File: src/hw/tcio_pkg.sv
// package: register map, field layout and mode decode for the channel-3 register-A i/o control
package tcio_pkg;
   localparam int DATA_W = 16;
   localparam int ADDR_W = 3;
   localparam int FLD_W = 4;
   // register offsets (word addresses on the plain register port)
   localparam logic [ADDR_W-1:0] ADDR_IOCTL_HI = 3'h0;
   localparam logic [ADDR_W-1:0] ADDR_GENA = 3'h1;
   localparam logic [ADDR_W-1:0] ADDR_CNT = 3'h2;
   localparam logic [ADDR_W-1:0] ADDR_CTRL = 3'h3;
   localparam logic [ADDR_W-1:0] ADDR_STAT = 3'h4;
   localparam logic [ADDR_W-1:0] ADDR_CH2_IOCTL = 3'h5;
   localparam logic [ADDR_W-1:0] ADDR_CH2_GENA = 3'h6;
   // field positions
   localparam int IO_FLD_LSB = 0;
   localparam int IOB_FLD_LSB = 4;
   localparam int IO_CAP_BIT = 3;
   localparam int IO_INIT_BIT = 2;
   localparam int IO_SRC_BIT = 2;
   localparam int IO_BOTH_BIT = 1;
   localparam int IO_FALL_BIT = 0;
   localparam int CTRL_RUN_BIT = 0;
   localparam int STAT_CMP_BIT = 0;
   localparam int STAT_CAP3_BIT = 1;
   localparam int STAT_CAP2_BIT = 2;
   localparam int STAT_W = 3;
   // reset values
   localparam logic [7:0] IOCTL_RST = 8'h00;
   localparam logic [FLD_W-1:0] CH2_IOCTL_RST = 4'h0;
   localparam logic [DATA_W-1:0] GEN_RST = 16'h0000;
   // compare-match actions, low two bits of the field
   localparam logic [1:0] ACT_NONE = 2'h0;
   localparam logic [1:0] ACT_LOW = 2'h1;
   localparam logic [1:0] ACT_HIGH = 2'h2;
   localparam logic [1:0] ACT_TOG = 2'h3;

   typedef struct packed {
      logic wr;
      logic rd;
      logic [ADDR_W-1:0] addr;
      logic [DATA_W-1:0] data;
   } tcio_bus_req_t;

   typedef struct packed {
      logic outEn;
      logic initLvl;
      logic [1:0] act;
      logic capPin;
      logic capRise;
      logic capFall;
      logic capCh4;
   } tcio_mode_t;

   // decode of the four-bit register-A i/o control field
   function automatic tcio_mode_t tcio_decode(input logic [FLD_W-1:0] f);
      tcio_mode_t m;
      m = '0;
      if (!f[IO_CAP_BIT]) begin
         m.act = f[1:0];
         m.outEn = (f[1:0] != ACT_NONE);
         m.initLvl = f[IO_INIT_BIT];
      end else if (f[IO_SRC_BIT]) begin
         m.capCh4 = 1'b1;
      end else begin
         m.capPin = 1'b1;
         m.capRise = f[IO_BOTH_BIT] | ~f[IO_FALL_BIT];
         m.capFall = f[IO_BOTH_BIT] | f[IO_FALL_BIT];
      end
      return m;
   endfunction : tcio_decode
endpackage : tcio_pkg

File: src/hw/tcio_edge_det.sv
// module: pin edge detector with rise/fall selection
module tcio_edge_det (
   input wire logic clk_sys,
   input wire logic rst_n,
   input wire logic pinIn,
   input wire logic selRise,
   input wire logic selFall,
   output logic edgeEvt
);
   logic prev_r;
   logic primed_r;

   // previous pin level, valid once primed after reset
   always_ff @(posedge clk_sys or negedge rst_n) begin
      if (!rst_n) begin
         prev_r <= 1'b0;
         primed_r <= 1'b0;
      end else begin
         prev_r <= pinIn;
         primed_r <= 1'b1;
      end
   end

   // no spurious edge on the first cycle after reset
   assign edgeEvt = primed_r & ((selRise & pinIn & ~prev_r) | (selFall & ~pinIn & prev_r));
endmodule : tcio_edge_det

File: src/hw/tcio_gen_reg.sv
// module: general register with software write and capture load
module tcio_gen_reg #(
   parameter int W = 16
) (
   input wire logic clk_sys,
   input wire logic rst_n,
   input wire logic wrEn,
   input wire logic [W-1:0] wrData,
   input wire logic capEn,
   input wire logic [W-1:0] capData,
   output logic [W-1:0] value
);
   logic [W-1:0] val_r;

   // software write takes priority over a capture in the same cycle
   always_ff @(posedge clk_sys or negedge rst_n) begin
      if (!rst_n) begin
         val_r <= '0;
      end else if (wrEn) begin
         val_r <= wrData;
      end else if (capEn) begin
         val_r <= capData;
      end
   end

   assign value = val_r;
endmodule : tcio_gen_reg

File: src/hw/tcio_ch3_io_ctrl.sv
// module: channel-3 register-A compare output and capture control
import tcio_pkg::*;

module tcio_ch3_io_ctrl import tcio_pkg::*; #(
   parameter int CNT_W = DATA_W
) (
   input wire logic clk_sys,
   input wire logic rst_n,
   input wire tcio_bus_req_t busReq,
   output logic [DATA_W-1:0] regRdData,
   input wire logic channel3_pin_a_in,
   output logic channel3_pin_a_out,
   output logic channel3_pin_a_oe,
   input wire logic channel2_pin_a_in,
   input wire logic channel4_count_evt
);
   generate
      if (CNT_W != DATA_W) begin : gBadW
         $error("CNT_W must equal DATA_W");
      end
   endgenerate

   logic [7:0] channel3_io_control_high_r;
   logic [FLD_W-1:0] ch2IoCtl_r;
   logic [CNT_W-1:0] cnt_r;
   logic run_r;
   logic [STAT_W-1:0] stat_r;
   logic pinOut_r;
   logic pinOe_r;
   logic [DATA_W-1:0] rdData_r;
   logic [DATA_W-1:0] genA;
   logic [DATA_W-1:0] ch2GenA;
   logic [FLD_W-1:0] fld;
   logic [FLD_W-1:0] ch2Fld;
   tcio_mode_t mode3;
   tcio_mode_t mode2;
   tcio_mode_t modeNew;
   logic wrIo;
   logic wrGenA;
   logic wrCh2GenA;
   logic cmpMatch;
   logic pinEdge3;
   logic pinEdge2;
   logic cap3;
   logic cap2;

   // field decode and write strobes
   assign fld = channel3_io_control_high_r[IO_FLD_LSB +: FLD_W];
   assign mode3 = tcio_decode(fld);
   assign mode2 = tcio_decode(ch2Fld);
   assign modeNew = tcio_decode(busReq.data[IO_FLD_LSB +: FLD_W]);
   assign wrIo = busReq.wr && busReq.addr == ADDR_IOCTL_HI;
   assign wrGenA = busReq.wr && busReq.addr == ADDR_GENA;
   assign wrCh2GenA = busReq.wr && busReq.addr == ADDR_CH2_GENA;

   // channel-2 capture ignores bit 2, its own pin is the only source
   always_comb begin
      ch2Fld = ch2IoCtl_r;
      ch2Fld[IO_SRC_BIT] = ch2IoCtl_r[IO_SRC_BIT] & ~ch2IoCtl_r[IO_CAP_BIT];
   end

   // compare match only while the register is in compare mode
   assign cmpMatch = run_r && !fld[IO_CAP_BIT] && cnt_r == genA;

   // channel-3 pin edge detection, pin is the only source in 10xx
   tcio_edge_det uEdge3 (
      .clk_sys(clk_sys),
      .rst_n(rst_n),
      .pinIn(channel3_pin_a_in),
      .selRise(mode3.capRise),
      .selFall(mode3.capFall),
      .edgeEvt(pinEdge3)
   );
   assign cap3 = (mode3.capPin && pinEdge3) || (mode3.capCh4 && channel4_count_evt);

   // channel-2 pin edge detection
   tcio_edge_det uEdge2 (
      .clk_sys(clk_sys),
      .rst_n(rst_n),
      .pinIn(channel2_pin_a_in),
      .selRise(mode2.capRise),
      .selFall(mode2.capFall),
      .edgeEvt(pinEdge2)
   );
   assign cap2 = mode2.capPin && pinEdge2;

   // general registers with capture of the counter
   tcio_gen_reg #(.W(DATA_W)) uGenA (
      .clk_sys(clk_sys),
      .rst_n(rst_n),
      .wrEn(wrGenA),
      .wrData(busReq.data),
      .capEn(cap3),
      .capData(cnt_r),
      .value(genA)
   );

   tcio_gen_reg #(.W(DATA_W)) uCh2GenA (
      .clk_sys(clk_sys),
      .rst_n(rst_n),
      .wrEn(wrCh2GenA),
      .wrData(busReq.data),
      .capEn(cap2),
      .capData(cnt_r),
      .value(ch2GenA)
   );

   // control registers
   always_ff @(posedge clk_sys or negedge rst_n) begin
      if (!rst_n) begin
         channel3_io_control_high_r <= IOCTL_RST;
         ch2IoCtl_r <= CH2_IOCTL_RST;
         run_r <= 1'b0;
      end else if (busReq.wr) begin
         case (busReq.addr)
            ADDR_IOCTL_HI: channel3_io_control_high_r <= busReq.data[7:0];
            ADDR_CH2_IOCTL: ch2IoCtl_r <= busReq.data[FLD_W-1:0];
            ADDR_CTRL: run_r <= busReq.data[CTRL_RUN_BIT];
            default: ;
         endcase
      end
   end

   // free-running counter, software write wins
   always_ff @(posedge clk_sys or negedge rst_n) begin
      if (!rst_n) begin
         cnt_r <= GEN_RST;
      end else if (busReq.wr && busReq.addr == ADDR_CNT) begin
         cnt_r <= busReq.data;
      end else if (run_r) begin
         cnt_r <= cnt_r + 1'b1;
      end
   end

   // sticky event flags, write one to clear, a new event wins
   always_ff @(posedge clk_sys or negedge rst_n) begin
      if (!rst_n) begin
         stat_r <= '0;
      end else begin
         for (int i = 0; i < STAT_W; i++) begin
            if (busReq.wr && busReq.addr == ADDR_STAT && busReq.data[i]) begin
               stat_r[i] <= 1'b0;
            end
         end
         if (cmpMatch) begin
            stat_r[STAT_CMP_BIT] <= 1'b1;
         end
         if (cap3) begin
            stat_r[STAT_CAP3_BIT] <= 1'b1;
         end
         if (cap2) begin
            stat_r[STAT_CAP2_BIT] <= 1'b1;
         end
      end
   end

   // pin drive: initial level on write, then match actions
   always_ff @(posedge clk_sys or negedge rst_n) begin
      if (!rst_n) begin
         pinOut_r <= 1'b0;
         pinOe_r <= 1'b0;
      end else if (wrIo) begin
         pinOe_r <= modeNew.outEn;
         pinOut_r <= modeNew.outEn & modeNew.initLvl;
      end else if (cmpMatch) begin
         case (mode3.act)
            ACT_LOW: pinOut_r <= 1'b0;
            ACT_HIGH: pinOut_r <= 1'b1;
            ACT_TOG: pinOut_r <= ~pinOut_r;
            default: ;
         endcase
      end
   end

   // register read, data stand one cycle after the strobe
   always_ff @(posedge clk_sys or negedge rst_n) begin
      if (!rst_n) begin
         rdData_r <= '0;
      end else if (busReq.rd) begin
         case (busReq.addr)
            ADDR_IOCTL_HI: rdData_r <= {8'h00, channel3_io_control_high_r};
            ADDR_GENA: rdData_r <= genA;
            ADDR_CNT: rdData_r <= cnt_r;
            ADDR_CTRL: rdData_r <= {{(DATA_W-1){1'b0}}, run_r};
            ADDR_STAT: rdData_r <= {{(DATA_W-STAT_W){1'b0}}, stat_r};
            ADDR_CH2_IOCTL: rdData_r <= {{(DATA_W-FLD_W){1'b0}}, ch2IoCtl_r};
            ADDR_CH2_GENA: rdData_r <= ch2GenA;
            default: rdData_r <= '0;
         endcase
      end else begin
         rdData_r <= '0;
      end
   end

   assign regRdData = rdData_r;
   assign channel3_pin_a_out = pinOut_r;
   assign channel3_pin_a_oe = pinOe_r;
endmodule : tcio_ch3_io_ctrl

File: config.mk
export PLATFORM = sky130hd
export DESIGN_NAME = tcio_ch3_io_ctrl
export DESIGN_NICKNAME = d
export VERILOG_FILES = /design/src/hw/tcio_pkg.sv /design/src/hw/tcio_edge_det.sv /design/src/hw/tcio_gen_reg.sv /design/src/hw/tcio_ch3_io_ctrl.sv
export SDC_FILE = /design/constraint.sdc
export NUM_CORES = 1
export LEC_CHECK = 0
export BUFFER_PORTS_ARGS = -buffer_cell sky130_fd_sc_hd__clkbuf_2
export CAP_MARGIN = 5
export CORE_MARGIN = 4
export CORE_UTILIZATION = 50
export CTS_CLUSTER_DIAMETER = 30
export DETAILED_ROUTE_END_ITERATION = 6
export GPL_TIMING_DRIVEN = 0
export HOLD_SLACK_MARGIN = 0.1
export PLACE_DENSITY = 0.78
export SYNTH_ARGS = -nofsm -noshare
export SYNTH_HDL_FRONTEND = slang
export SYNTH_SLANG_ARGS = --single-unit
File: constraint.sdc
create_clock -name clk_sys -period 3.9 [get_ports clk_sys]
set_input_delay 0.78 -clock clk_sys [delete_from_list [all_inputs] [get_ports clk_sys]]
set_output_delay 0.78 -clock clk_sys [all_outputs]
set_load 0.02 [all_outputs]
After elaboration in Yosys (flattened, before gate mapping)
Index checks and enable logic that the tools add are counted.
- $add $sub $neg: 1
- equality and inequality tests: 10
- multiplexer cells: 25
- bitwise logic cells: 26
- reductions and logical operators: 29
- operator list (operator ; number):
    $mux 16 ; 7
    $pmux 16 s7 ; 1
    $add 16x1->16 const B ; 1
    $eq 16x16->1 ; 1
    $reduce_bool 2->1 ; 8
    $logic_and 1x1->1 ; 13
    $and 1x1->1 ; 12
    $mux 4 ; 3
    $mux 1 ; 10
    $eq 3x3->1 const B ; 3
    $not 1->1 ; 8
    $reduce_and 2->1 ; 4
    $eq 3x2->1 const B ; 2
    $mux 3 ; 2
    $or 1x1->1 ; 6
    $eq 2x2->1 const B ; 2
    $reduce_bool 4->1 ; 1
    $eq 3x1->1 const B ; 1
    $logic_not 3->1 ; 1
    $pmux 1 s3 ; 1
    $eq 2x1->1 const B ; 1
    $mux 2 ; 1
    $logic_not 1->1 ; 1
    $logic_or 1x1->1 ; 1
- bits in registers: 85
- bits of input ports: 26
- output and inout port bits: 18
- word-level logic and storage cells: 106

Longest topological paths before layout
Gate-level depths: netlist of the first run.
- depth in word-level cells: 12
- mapped depth: 7
- mapped depth without buffers: 6

Hierarchy
Synthesis of the first run repeated with hierarchy kept, for this count alone.
- cell total of the unflattened synthesis: 457
- area, all modules: 4538.1 um2
- by module, submodules not included (module ; instances ; cells each ; area each (um2) ; sequential area each (um2)):
    tcio_ch3_io_ctrl ; 1 ; 307 ; 2899.0 ; 1251.2
    tcio_gen_reg ; 2 ; 69 ; 744.5 ; 400.4
    tcio_edge_det ; 2 ; 6 ; 75.1 ; 50.0

Worst setup path before layout of the first run
OpenSTA, ideal clock, no wires.
- path type: input -> register
- from: input port busReq[17] (netlist bit)
- to: register pinOe_r (netlist: channel3_pin_a_oe)
- setup time: 0.125 ns
- arrival time: 1.810 ns
- data required time: 3.775 ns
- path slack: 1.965 ns
- cell stages on the path: 4
- buffers on the path: 2
- cell sequence: clkbuf_1 -> nor3_1 -> buf_2 -> mux2_2
- cells in the longest elaborated chain, start to end: 2
- RTL lines (item ; line ; source):
    start: declaration ; tcio_ch3_io_ctrl.sv:9 ; input wire tcio_bus_req_t busReq,
    $logic_not 3->1 ; tcio_ch3_io_ctrl.sv:52 ; assign wrIo = busReq.wr && busReq.addr == ADDR_IOCTL_HI;
    $logic_and 1x1->1 ; tcio_ch3_io_ctrl.sv:52 ;
    end signal: assignment ; tcio_ch3_io_ctrl.sv:163 ; pinOe_r <= modeNew.outEn;
    end: declaration ; tcio_ch3_io_ctrl.sv:29 ; logic pinOe_r;
Every way passes these cells.
A chain may end at the register's enable or synchronous reset.

Worst setup path after layout of the first run
- from: input port busReq[16] (netlist bit)
- to: register uCh2GenA.val_r[14] (netlist: uCh2GenA.value[14])
- cells in the longest elaborated chain, start to end: 3
- elaborated cells on any way between the ends: 4
- classes of those cells: eq/ne (1); mux (1); reduce/logical (2)
- RTL lines (item ; line ; source):
    $eq 3x3->1 (*) ; tcio_ch3_io_ctrl.sv:54 ; assign wrCh2GenA = busReq.wr && busReq.addr == ADDR_CH2_GENA;
    $logic_and 1x1->1 (*) ; tcio_ch3_io_ctrl.sv:54 ;
    $mux 16 / $reduce_bool 2->1 (equally long branches) ; - ;
    end signal: assignment ; tcio_gen_reg.sv:20 ; val_r <= wrData;
    end signal: assignment ; tcio_gen_reg.sv:22 ; val_r <= capData;
    end: declaration ; tcio_gen_reg.sv:13 ; logic [W-1:0] val_r;
Every way passes the cells marked *; elsewhere a longest branch is shown, timed or not.

==> impl_metrics.tcl, run 1 <==
set metrics [dict create \
    worstSetupStartpointType "primary input" \
    grt_pass1_vias 3644 \
    finalCriticalPeriod_ps 2056 \
    final_cell_area_um2 5127 \
    die_h_um 102.9 \
    slew_violations 0 \
    synthMuxAreaShare_pct 13.81 \
    relSlewSlack_pct 57.93 \
    ys_seq_elements 85 \
    io_pins 44 \
    status "finished clean" \
    synth_xor_area_share_pct 6.417 \
    synthTopCellsByArea "dfrtp_1 (47%), mux2i_1 (9.6%), nor2_1 (5.3%), a21oi_1 (4.7%), nand2_1 (4.3%)" \
    crit_fanout 10 \
    yosys.area_share.adder_pct 0.8333 \
    htreeDepth 3 \
    synth_warnings 0 \
    post_cts_resized 0 \
    place_ws_ps 1504 \
    grt_pass1_wl_mm 19.27 \
    fmax_mhz 486.3 \
    area_growth_pct 13.83 \
    dp.cells 622 \
    grt_antenna_before_repair 0 \
    critPathKind "in2reg" \
    postCtsSetupRepairBufs 0 \
    cts_root_buf "clkbuf_8" \
    skew_ps 7.395 \
    cts_buffers 9 \
    initial_utilization_pct 51.40 \
    tns_ps 0 \
    hold_path_class "in2async" \
    worstPathRequired_ps 4110 \
    hold_buffers 0 \
    hold_slack_ps 441.9 \
    timing_hold_violations_final 0 \
    dp_hpwl_mm 8.413 \
    drc 0 \
    wirelength_mm 11.89 \
    worst_skew_pair.late_latency_ps 360 \
    vias_per_cell 5.817 \
    die_x_um 102.9 \
    synth_edf_count 0 \
    first_iter_violations 299 \
    ant_nets 0 \
    grt.total_usage_pct 23.97 \
    synthCells 471 \
    cp.depth 7 \
    async_flop_share_pct 100.0 \
    ys_types 42 \
    total_power_mw 3.155 \
    setup_slack_ps 1844 \
    synth_top_family_by_area "simple AND/OR/NAND/NOR gates" \
    port_buffers 42 \
    first_pass_iters 5 \
    min_period_over_period_pct 52.73 \
    path_cells "clkbuf_2, nand2b_1, buf_2, or2_1, clkbuf_1, clkbuf_1, a21oi_1" \
    drive_gt1_share_pct 19.62 \
    arrival_ps 2260 \
    setup_viol 0 \
    core_um2 8763 \
    ys.flop_type "dfrtp_1" \
    finish.utilization_pct 58.51 \
    place_congestion 0.8965 \
    clk_pin_slew_worst_paths_ps 90 \
    crit_top_cell "clkbuf_1" \
    ir_drop_uv 239.3 \
    cts_sinks 85 \
    leakage_nw 2.364 \
    stdcell_count 638 \
    slowest_stage "clkbuf_1" \
    reg2reg_depth 6 \
    avgSynthCellArea_um2 9.563 \
    rr_endpoint "channel3_pin_a_out" \
    crit_path_end_kind "register" \
    max_stage_delay_ps 520 \
    final_nets 554 \
    rsz0062_at_grt "false" \
    worst-path-buf-inv 4 \
    syn-num-nets 500 \
    dpl-instance-area_um2 4880 \
    cap_violations 0 \
    placementRows 34 \
    diodes 0 \
    cts_tree "built" \
    netlist.area_leader.share_pct 47.22 \
    power_density_nw_per_um2 615.3 \
    ff2ff_setup_slack_ps 1990 \
    cp_top_family "buffers and inverters" \
    vias 3711 \
    ys_seq_area_share_pct 47.22 \
    synth_top_area_cell "dfrtp_1" \
    grt_max_degree 46 \
    r2r_start "cnt_r[1]" \
    grt_overflow 0 \
    die_area_um2 10590 \
    syn_area_um2 4504 \
    fillCellCount 750 \
    tightest_slew_ps 631.1 \
    wl_per_cell_um 18.64 \
    synth_compound_area_share_pct 10.47 \
    cts_buffer_depth 2 \
    synthSimpleGateAreaFrac_pct 16.81 \
]
==> flip-flops by register name (all words and copies together) (netlist names) <==
signal and count:
uEdge2.primed_r 1, run_r 1, channel3_io_control_high_r 8, uGenA.value 16, uEdge2.prev_r 1, uCh2GenA.value 16
channel3_pin_a_oe 1, channel3_pin_a_out 1, stat_r 3, regRdData 16, cnt_r 16, uEdge3.prev_r 1
ch2IoCtl_r 4
==> layer usage <==
| metal | wire length (um) | share of wire, % | GRT usage (%) | vias to the layer above |
|---|---|---|---|---|
| met1 | 4981 | 42 | 33.64 | 1787 |
| met3 | 870 | 7.3 | 3.518 | 34 |
| met5 | 0 | 0 | 0 | - |
| met2 | 5718 | 48 | 38.18 | 180 |
| li1 | - | - | - | 1710 |
| met4 | 322 | 2.7 | 8.167 | 0 |
==> how the worst max path moves through the flow <==
stage / start / to / slack, ps
final: busReq[16] / uCh2GenA.value[14] / 1840
after global routing: busReq[16] / uCh2GenA.value[15] / 1710
after CTS: busReq[16] / uCh2GenA.value[14] / 1880
after detailed placement: busReq[16] / uCh2GenA.value[15] / 1500
after global placement: rst_n / channel3_pin_a_oe / 1170
after floorplan: busReq[17] / channel3_pin_a_oe / 1970
==> placed cells by master (no fill, tap or decap), types with 12 or more instances in the layout <==
master / instances
dfrtp_1: 85
nor2_1: 63
nand2_1: 51
mux2i_1: 43
a21oi_1: 42
clkbuf_2: 42
xor2_1: 19
buf_2: 18
o21ai_0: 18
mux2_2: 17
xnor2_1: 14
nor2b_1: 12
==> synth_stat cells, drive strengths merged, types with 2 or more instances <==
master	count
clkbuf	12
a22oi	8
xor2	19
nand4	6
nor4	2
nor2b	12
and4	4
inv	3
nor2	63
nand2	51
ha	3
a21oi	42
xnor2	14
mux2	17
o21ai	19
and2	2
a211oi	3
nand3	11
buf	25
mux2i	43
dfrtp	85
nor3	4
o22ai	3
a31oi	4
nand2b	3
and3	4
a21o	2
==> final cells by class <==
| class | instances | area, um^2 | area share, % |
|---|---|---|---|
| Clock inverter | 6 | 110.1 | 2.147 |
| Inverter | 3 | 11.26 | 0.2196 |
| Clock buffer | 10 | 137.6 | 2.684 |
| Sequential cell | 85 | 2127 | 41.48 |
| Buffer | 37 | 185.2 | 3.612 |
| Multi-Input combinational cell | 346 | 2181 | 42.53 |
| Tap cell | 108 | 135.1 | 2.635 |
| Timing Repair Buffer | 43 | 240.2 | 4.685 |
==> kinds of logic after synthesis <==
kind of cell,after synthesis
compound gates,84
xor+xnor,33
fa+ha+maj,3
buf+inv,40
flops,85
mux,60
other cells,1
simple gates,165
==> power by group <==
group	total, mW	internal, mW	switching [mW]
clock network	0.769	0.442	0.327
logic	1.01	0.460	0.550
registers	1.38	1.15	0.221
No activity file was read; power rests on OpenSTA's default activity.
==> run 2: changes to the inputs <==
==> constraint.sdc (replaced) <==
create_clock -name clk_sys -period 2.1 [get_ports clk_sys]
set_input_delay 0.42 -clock clk_sys [delete_from_list [all_inputs] [get_ports clk_sys]]
set_output_delay 0.42 -clock clk_sys [all_outputs]
set_load 0.02 [all_outputs]
==> impl_metrics.tcl, run 2 (synthesis results as in run 1) <==
set metrics [dict create \
    status "finished clean" \
    crit_path_end_kind "register" \
    worstSetupStartpointType "register" \
    hold_path_class "in2reg" \
    setup_slack_ps 166.3 \
    drive_gt1_share_pct 19.59 \
    final_nets 555 \
    grt.total_usage_pct 23.99 \
    place_congestion 0.8965 \
    clk_pin_slew_worst_paths_ps 80 \
    worstPathRequired_ps 2350 \
    layout_commonest_cell "dfrtp_1" \
    worst-path-buf-inv 1 \
    total_power_mw 5.861 \
    cts_sinks 85 \
    finish.utilization_pct 58.62 \
    vias 3717 \
    timing_hold_violations_final 0 \
    rr_endpoint "channel3_pin_a_out" \
    reg2reg_depth 6 \
    die_h_um 102.9 \
    crit_fanout 8 \
    skew_ps 6.885 \
    ant_nets 0 \
    grt_overflow 0 \
    power_density_nw_per_um2 1141 \
    leakage_nw 2.368 \
    most-common-layout-cells "dfrtp_1 (85), nor2_1 (63), nand2_1 (51)" \
    placementRows 34 \
    cts_tree "built" \
    grt_max_degree 46 \
    r2r_start "cnt_r[1]" \
    tightest_slew_ps 631.5 \
    grt_antenna_before_repair 0 \
    relSlewSlack_pct 57.90 \
    arrival_ps 2180 \
    vias_per_cell 5.817 \
    die_x_um 102.9 \
    cts_buffer_depth 2 \
    ir_drop_uv 444.9 \
    dp.cells 622 \
    htreeDepth 3 \
    area_growth_pct 14.06 \
    cp_top_family "simple AND/OR/NAND/NOR gates" \
    grt_pass1_vias 3647 \
    finalCriticalPeriod_ps 1934 \
    core_um2 8763 \
    postCtsSetupRepairBufs 0 \
    cts_root_buf "clkbuf_8" \
    max_stage_delay_ps 390 \
    stdcell_count 639 \
    first_pass_iters 5 \
    min_from "channel2_pin_a_in" \
    port_buffers 42 \
    critPathKind "reg2reg" \
    slowest_stage "clkbuf_1" \
    grt_pass1_wl_mm 19.29 \
    dp_hpwl_mm 8.413 \
    slew_violations 0 \
    initial_utilization_pct 51.40 \
    io_pins 44 \
    place_ws_ps 63.80 \
    min_period_over_period_pct 92.08 \
    fmax_mhz 517.1 \
    worst_skew_pair.late_latency_ps 360 \
    die_area_um2 10590 \
    wirelength_mm 11.86 \
    setup_viol 0 \
    holdPathEnd "uEdge2.prev_r" \
    ff2ff_setup_slack_ps 170 \
    wl_per_cell_um 18.56 \
    first_iter_violations 285 \
    path_cells "clkbuf_1, xor2_1, nor3_1, nand3_1, nor4_2, mux2_2" \
    drc 0 \
    holdPathStages 1 \
    cts_buffers 9 \
    post_cts_resized 0 \
    hold_buffers 1 \
    rsz0062_at_grt "false" \
    diodes 0 \
    cap_violations 0 \
]
==> run 2: worst max path at each step <==
| stage | from | endpoint | slack, ps | depth (start not counted) |
|---|---|---|---|---|
| 2_1_floorplan | cnt_r[0] | channel3_pin_a_out | 380 | 6 |
| 3_3_place_gp | rst_n | channel3_pin_a_oe | -270 | 1 |
| 3_5_place_dp | busReq[16] | uCh2GenA.value[15] | 60 | 7 |
| 4_1_cts | cnt_r[1] | channel3_pin_a_out | 200 | 6 |
| 5_1_grt | cnt_r[1] | channel3_pin_a_out | 50 | 6 |
| 6_report | cnt_r[1] | channel3_pin_a_out | 170 | 6 |
==> run 2: final cells by class <==
type                       count  area [um^2]
inverter                       3        11.26
clock inverter                 6        110.1
sequential                    85         2127
tap                          108        135.1
multi-input combinational    346         2181
fill                         751         3626
clock buffer                  10        137.6
buffer                        37        185.2
timing repair buffer          44        250.2
==> run 2: routing by layer <==
metal,global-route usage [%],wire [um],share of wire [%]
met1,33.68,4935,42
met5,0,0,0
met4,8.167,290,2.4
met3,3.518,907,7.6
met2,38.18,5727,48
==> run 2: worst reg2reg max path: stages (launching register included) <==
cell and delay [ps]:
dfrtp_1 350, clkbuf_1 390, xor2_1 140, nor3_1 150, nand3_1 180, nor4_2 270, mux2_2 360
==> run 2: per-stage QoR <==
step	setup TNS, ps	area, um^2	hold WS [ps]
floorplan	0	4504	124.4
global route	0	5137	190.7
finish	0	5137	191.0
global placement	-22520	4850	460.3
detailed placement	0	4880	464.1
CTS	0	5137	186.1
==> run 2: report_power, final <==
| part | switching (mW) | internal [mW] |
|---|---|---|
| combinational | 1.02 | 0.855 |
| clock | 0.604 | 0.820 |
| sequential | 0.415 | 2.14 |
| total | 2.04 | 3.82 |
==> run 3: changes to the inputs <==
--- a/config.mk
+++ b/config.mk
@@ -14,6 +14,8 @@
 export GPL_TIMING_DRIVEN = 0
 export HOLD_SLACK_MARGIN = 0.1
 export PLACE_DENSITY = 0.78
+export SKIP_LAST_GASP = 1
 export SYNTH_ARGS = -nofsm -noshare
 export SYNTH_HDL_FRONTEND = slang
+export SYNTH_HIERARCHICAL = 1
 export SYNTH_SLANG_ARGS = --single-unit
==> impl_metrics.tcl, run 3 <==
set metrics [dict create \
    fmax_mhz 510.6 \
    final_nets 541 \
    layout_commonest_cell "dfrtp_1" \
    place_congestion 0.8814 \
    hold_path_class "in2reg" \
    timing_hold_violations_final 0 \
    vias_per_cell 5.933 \
    synthTopCellsByArea "dfrtp_1 (47%), mux2i_1 (9.3%), nand2_1 (5.0%), o21ai_1 (4.1%), mux2_2 (3.5%)" \
    arrival_ps 2170 \
    grt_max_degree 49 \
    synthCells 457 \
    synth_edf_count 0 \
    yosysMostFrequentCell "dfrtp_1" \
    critPathKind "in2reg" \
    syn_area_um2 4538 \
    tns_ps 0 \
    dp.cells 608 \
    synth_warnings 6 \
    cts_tree "built" \
    rsz0062_at_grt "false" \
    dpl-instance-area_um2 4913 \
    cap_violations 0 \
    fillCellCount 745 \
    worst_skew_pair.late_latency_ps 360 \
    leakage_nw 2.190 \
    initial_utilization_pct 51.78 \
    die_h_um 103.3 \
    grt_overflow 0 \
    setup_viol 0 \
    async_flop_share_pct 100.0 \
    dp_hpwl_mm 8.231 \
    htreeDepth 3 \
    grt.total_usage_pct 23.06 \
    ys_seq_area_share_pct 47.42 \
    ys_seq_elements 86 \
    total_power_mw 5.488 \
    ys_types 49 \
    drive_gt1_share_pct 20.70 \
    yosys-top-cells-count "dfrtp_1 (86), nand2_1 (61), mux2i_1 (42), nor2_1 (41), o21ai_1 (37)" \
    grt_antenna_before_repair 0 \
    ir_drop_uv 393.3 \
    cts_buffers 9 \
    final_cell_area_um2 5124 \
    status "finished clean" \
    crit_path_end_kind "register" \
    power_density_nw_per_um2 1071 \
    avgSynthCellArea_um2 9.930 \
    port_buffers 42 \
    io_pins 44 \
    skew_ps 13.27 \
    vias 3708 \
    worstPathRequired_ps 2310 \
    core_um2 8763 \
    relSlewSlack_pct 57.91 \
    grt_pass1_vias 3606 \
    first_iter_violations 386 \
    clk_pin_slew_worst_paths_ps 90 \
    wirelength_mm 11.73 \
    most-common-layout-cells "dfrtp_1 (85), nand2_1 (61), mux2i_1 (42), clkbuf_2 (42), nor2_1 (41)" \
    drc 0 \
    ys.flop_type "dfrtp_1" \
    ant_nets 0 \
    die_area_um2 10660 \
    netlist.area_leader.share_pct 47.42 \
    postCtsSetupRepairBufs 0 \
    finalCriticalPeriod_ps 1958 \
    cts_root_buf "clkbuf_8" \
    placementRows 34 \
    diodes 0 \
    syn-num-nets 486 \
    synth_top_area_cell "dfrtp_1" \
    slew_violations 0 \
    cts_buffer_depth 2 \
    area_growth_pct 12.90 \
    worstSetupStartpointType "primary input" \
    crit_fanout 10 \
    first_pass_iters 5 \
    grt_pass1_wl_mm 18.84 \
    min_period_over_period_pct 93.26 \
    tightest_slew_ps 631.4 \
    cts_sinks 86 \
    wl_per_cell_um 18.76 \
    stdcell_count 625 \
    die_x_um 103.3 \
]
-- run 3: cell types whose count changed after synthesis, moves of 4 or more --
cell / before / now
o21ai_1: 1 / 37
a21oi_1: 42 / 14
nor2_1: 63 / 41
nand2_1: 51 / 61
nor2b_1: 12 / 4
clkbuf_1: 11 / 5
and3_1: 3 / 8
o21a_1: 0 / 5
nand4b_1: 0 / 4
o21ai_0: 18 / 14
xor2_1: 19 / 15
-- run 3: worst max-delay path: stages --
cell and delay (ps):
buf_2 170, buf_2 200, buf_1 290, nor3_1 450
clkbuf_1 460, o21ai_0 180
-- run 3: cell families after synthesis --
logic type | after synthesis | synth area share [%]
other | 2 | 0.1655
muxes | 58 | 13.48
xor gates and xnor gates | 31 | 5.983
buffers and inverters | 34 | 4.466
and+or+nand+nor | 152 | 16.10
adders and majority gates | 3 | 0.8272
AOI/OAI and AO/OA | 91 | 11.55
DFF | 86 | 47.42
-- run 3: where the power goes --
group	leakage, nW	total (mW)	switching (mW)	internal (mW)
combinational	1.02	1.64	0.875	0.764
sequential	1.07	2.66	0.506	2.15
clock	0.0996	1.19	0.638	0.554
total	2.19	5.49	2.02	3.47
-- run 3: area by class of cell --
cell class / count / area (um^2) / area share (%)
Clock inverter: 7 / 73.82 / 1.441
Buffer: 29 / 185.2 / 3.614
Tap cell: 108 / 135.1 / 2.637
Clock buffer: 9 / 123.9 / 2.418
Timing Repair Buffer: 44 / 250.2 / 4.884
Inverter: 5 / 18.77 / 0.3663
Multi-Input combinational cell: 337 / 2183 / 42.61
Sequential cell: 86 / 2153 / 42.03
-- run 3: worst paths after layout --
kind	startpoint	to	slack, ps	depth (start not counted)
worst min register to register	stat_r[1]	stat_r[1]	490	1
worst max-delay path	busReq[18]	uGenA/value[1]	140	6
max in group asynchronous	rst_n	uCh2GenA/value[13]	850	3
worst max register to register	channel3_io_control_high_r[2]	uGenA/value[8]	180	10
worst min-delay path	channel2_pin_a_in	uEdge2/prev_r	200	1
min in group asynchronous	rst_n	uGenA/value[4]	620	2
-- run 3: stage by stage --
stage                     hold slack (ps)  setup WS [ps]  util (%)
after floorplan                     124.4          307.0         -
after global placement              464.1         -331.7     55.73
after detailed placement            475.4         -224.3     56.07
after CTS                           182.0          137.2     58.44
after global routing                192.9          25.28     58.47
final                               195.1          141.6     58.47
-- run 3: per-layer routing --
metal / global-route usage [%] / vias up / wire (um)
li1: - / 1694 / -
met1: 30.08 / 1803 / 4775
met2: 38.68 / 180 / 5713
met3: 4.359 / 31 / 980
met4: 7.769 / 0 / 258
met5: 0 / - / 0
-- run 3: what timing repair did --
action                                  CTS  global route
gates resized for setup                   0             3
endpoints found under the hold margin    26             0
endpoints found under the setup margin    0             9
hold buffers                              1             0
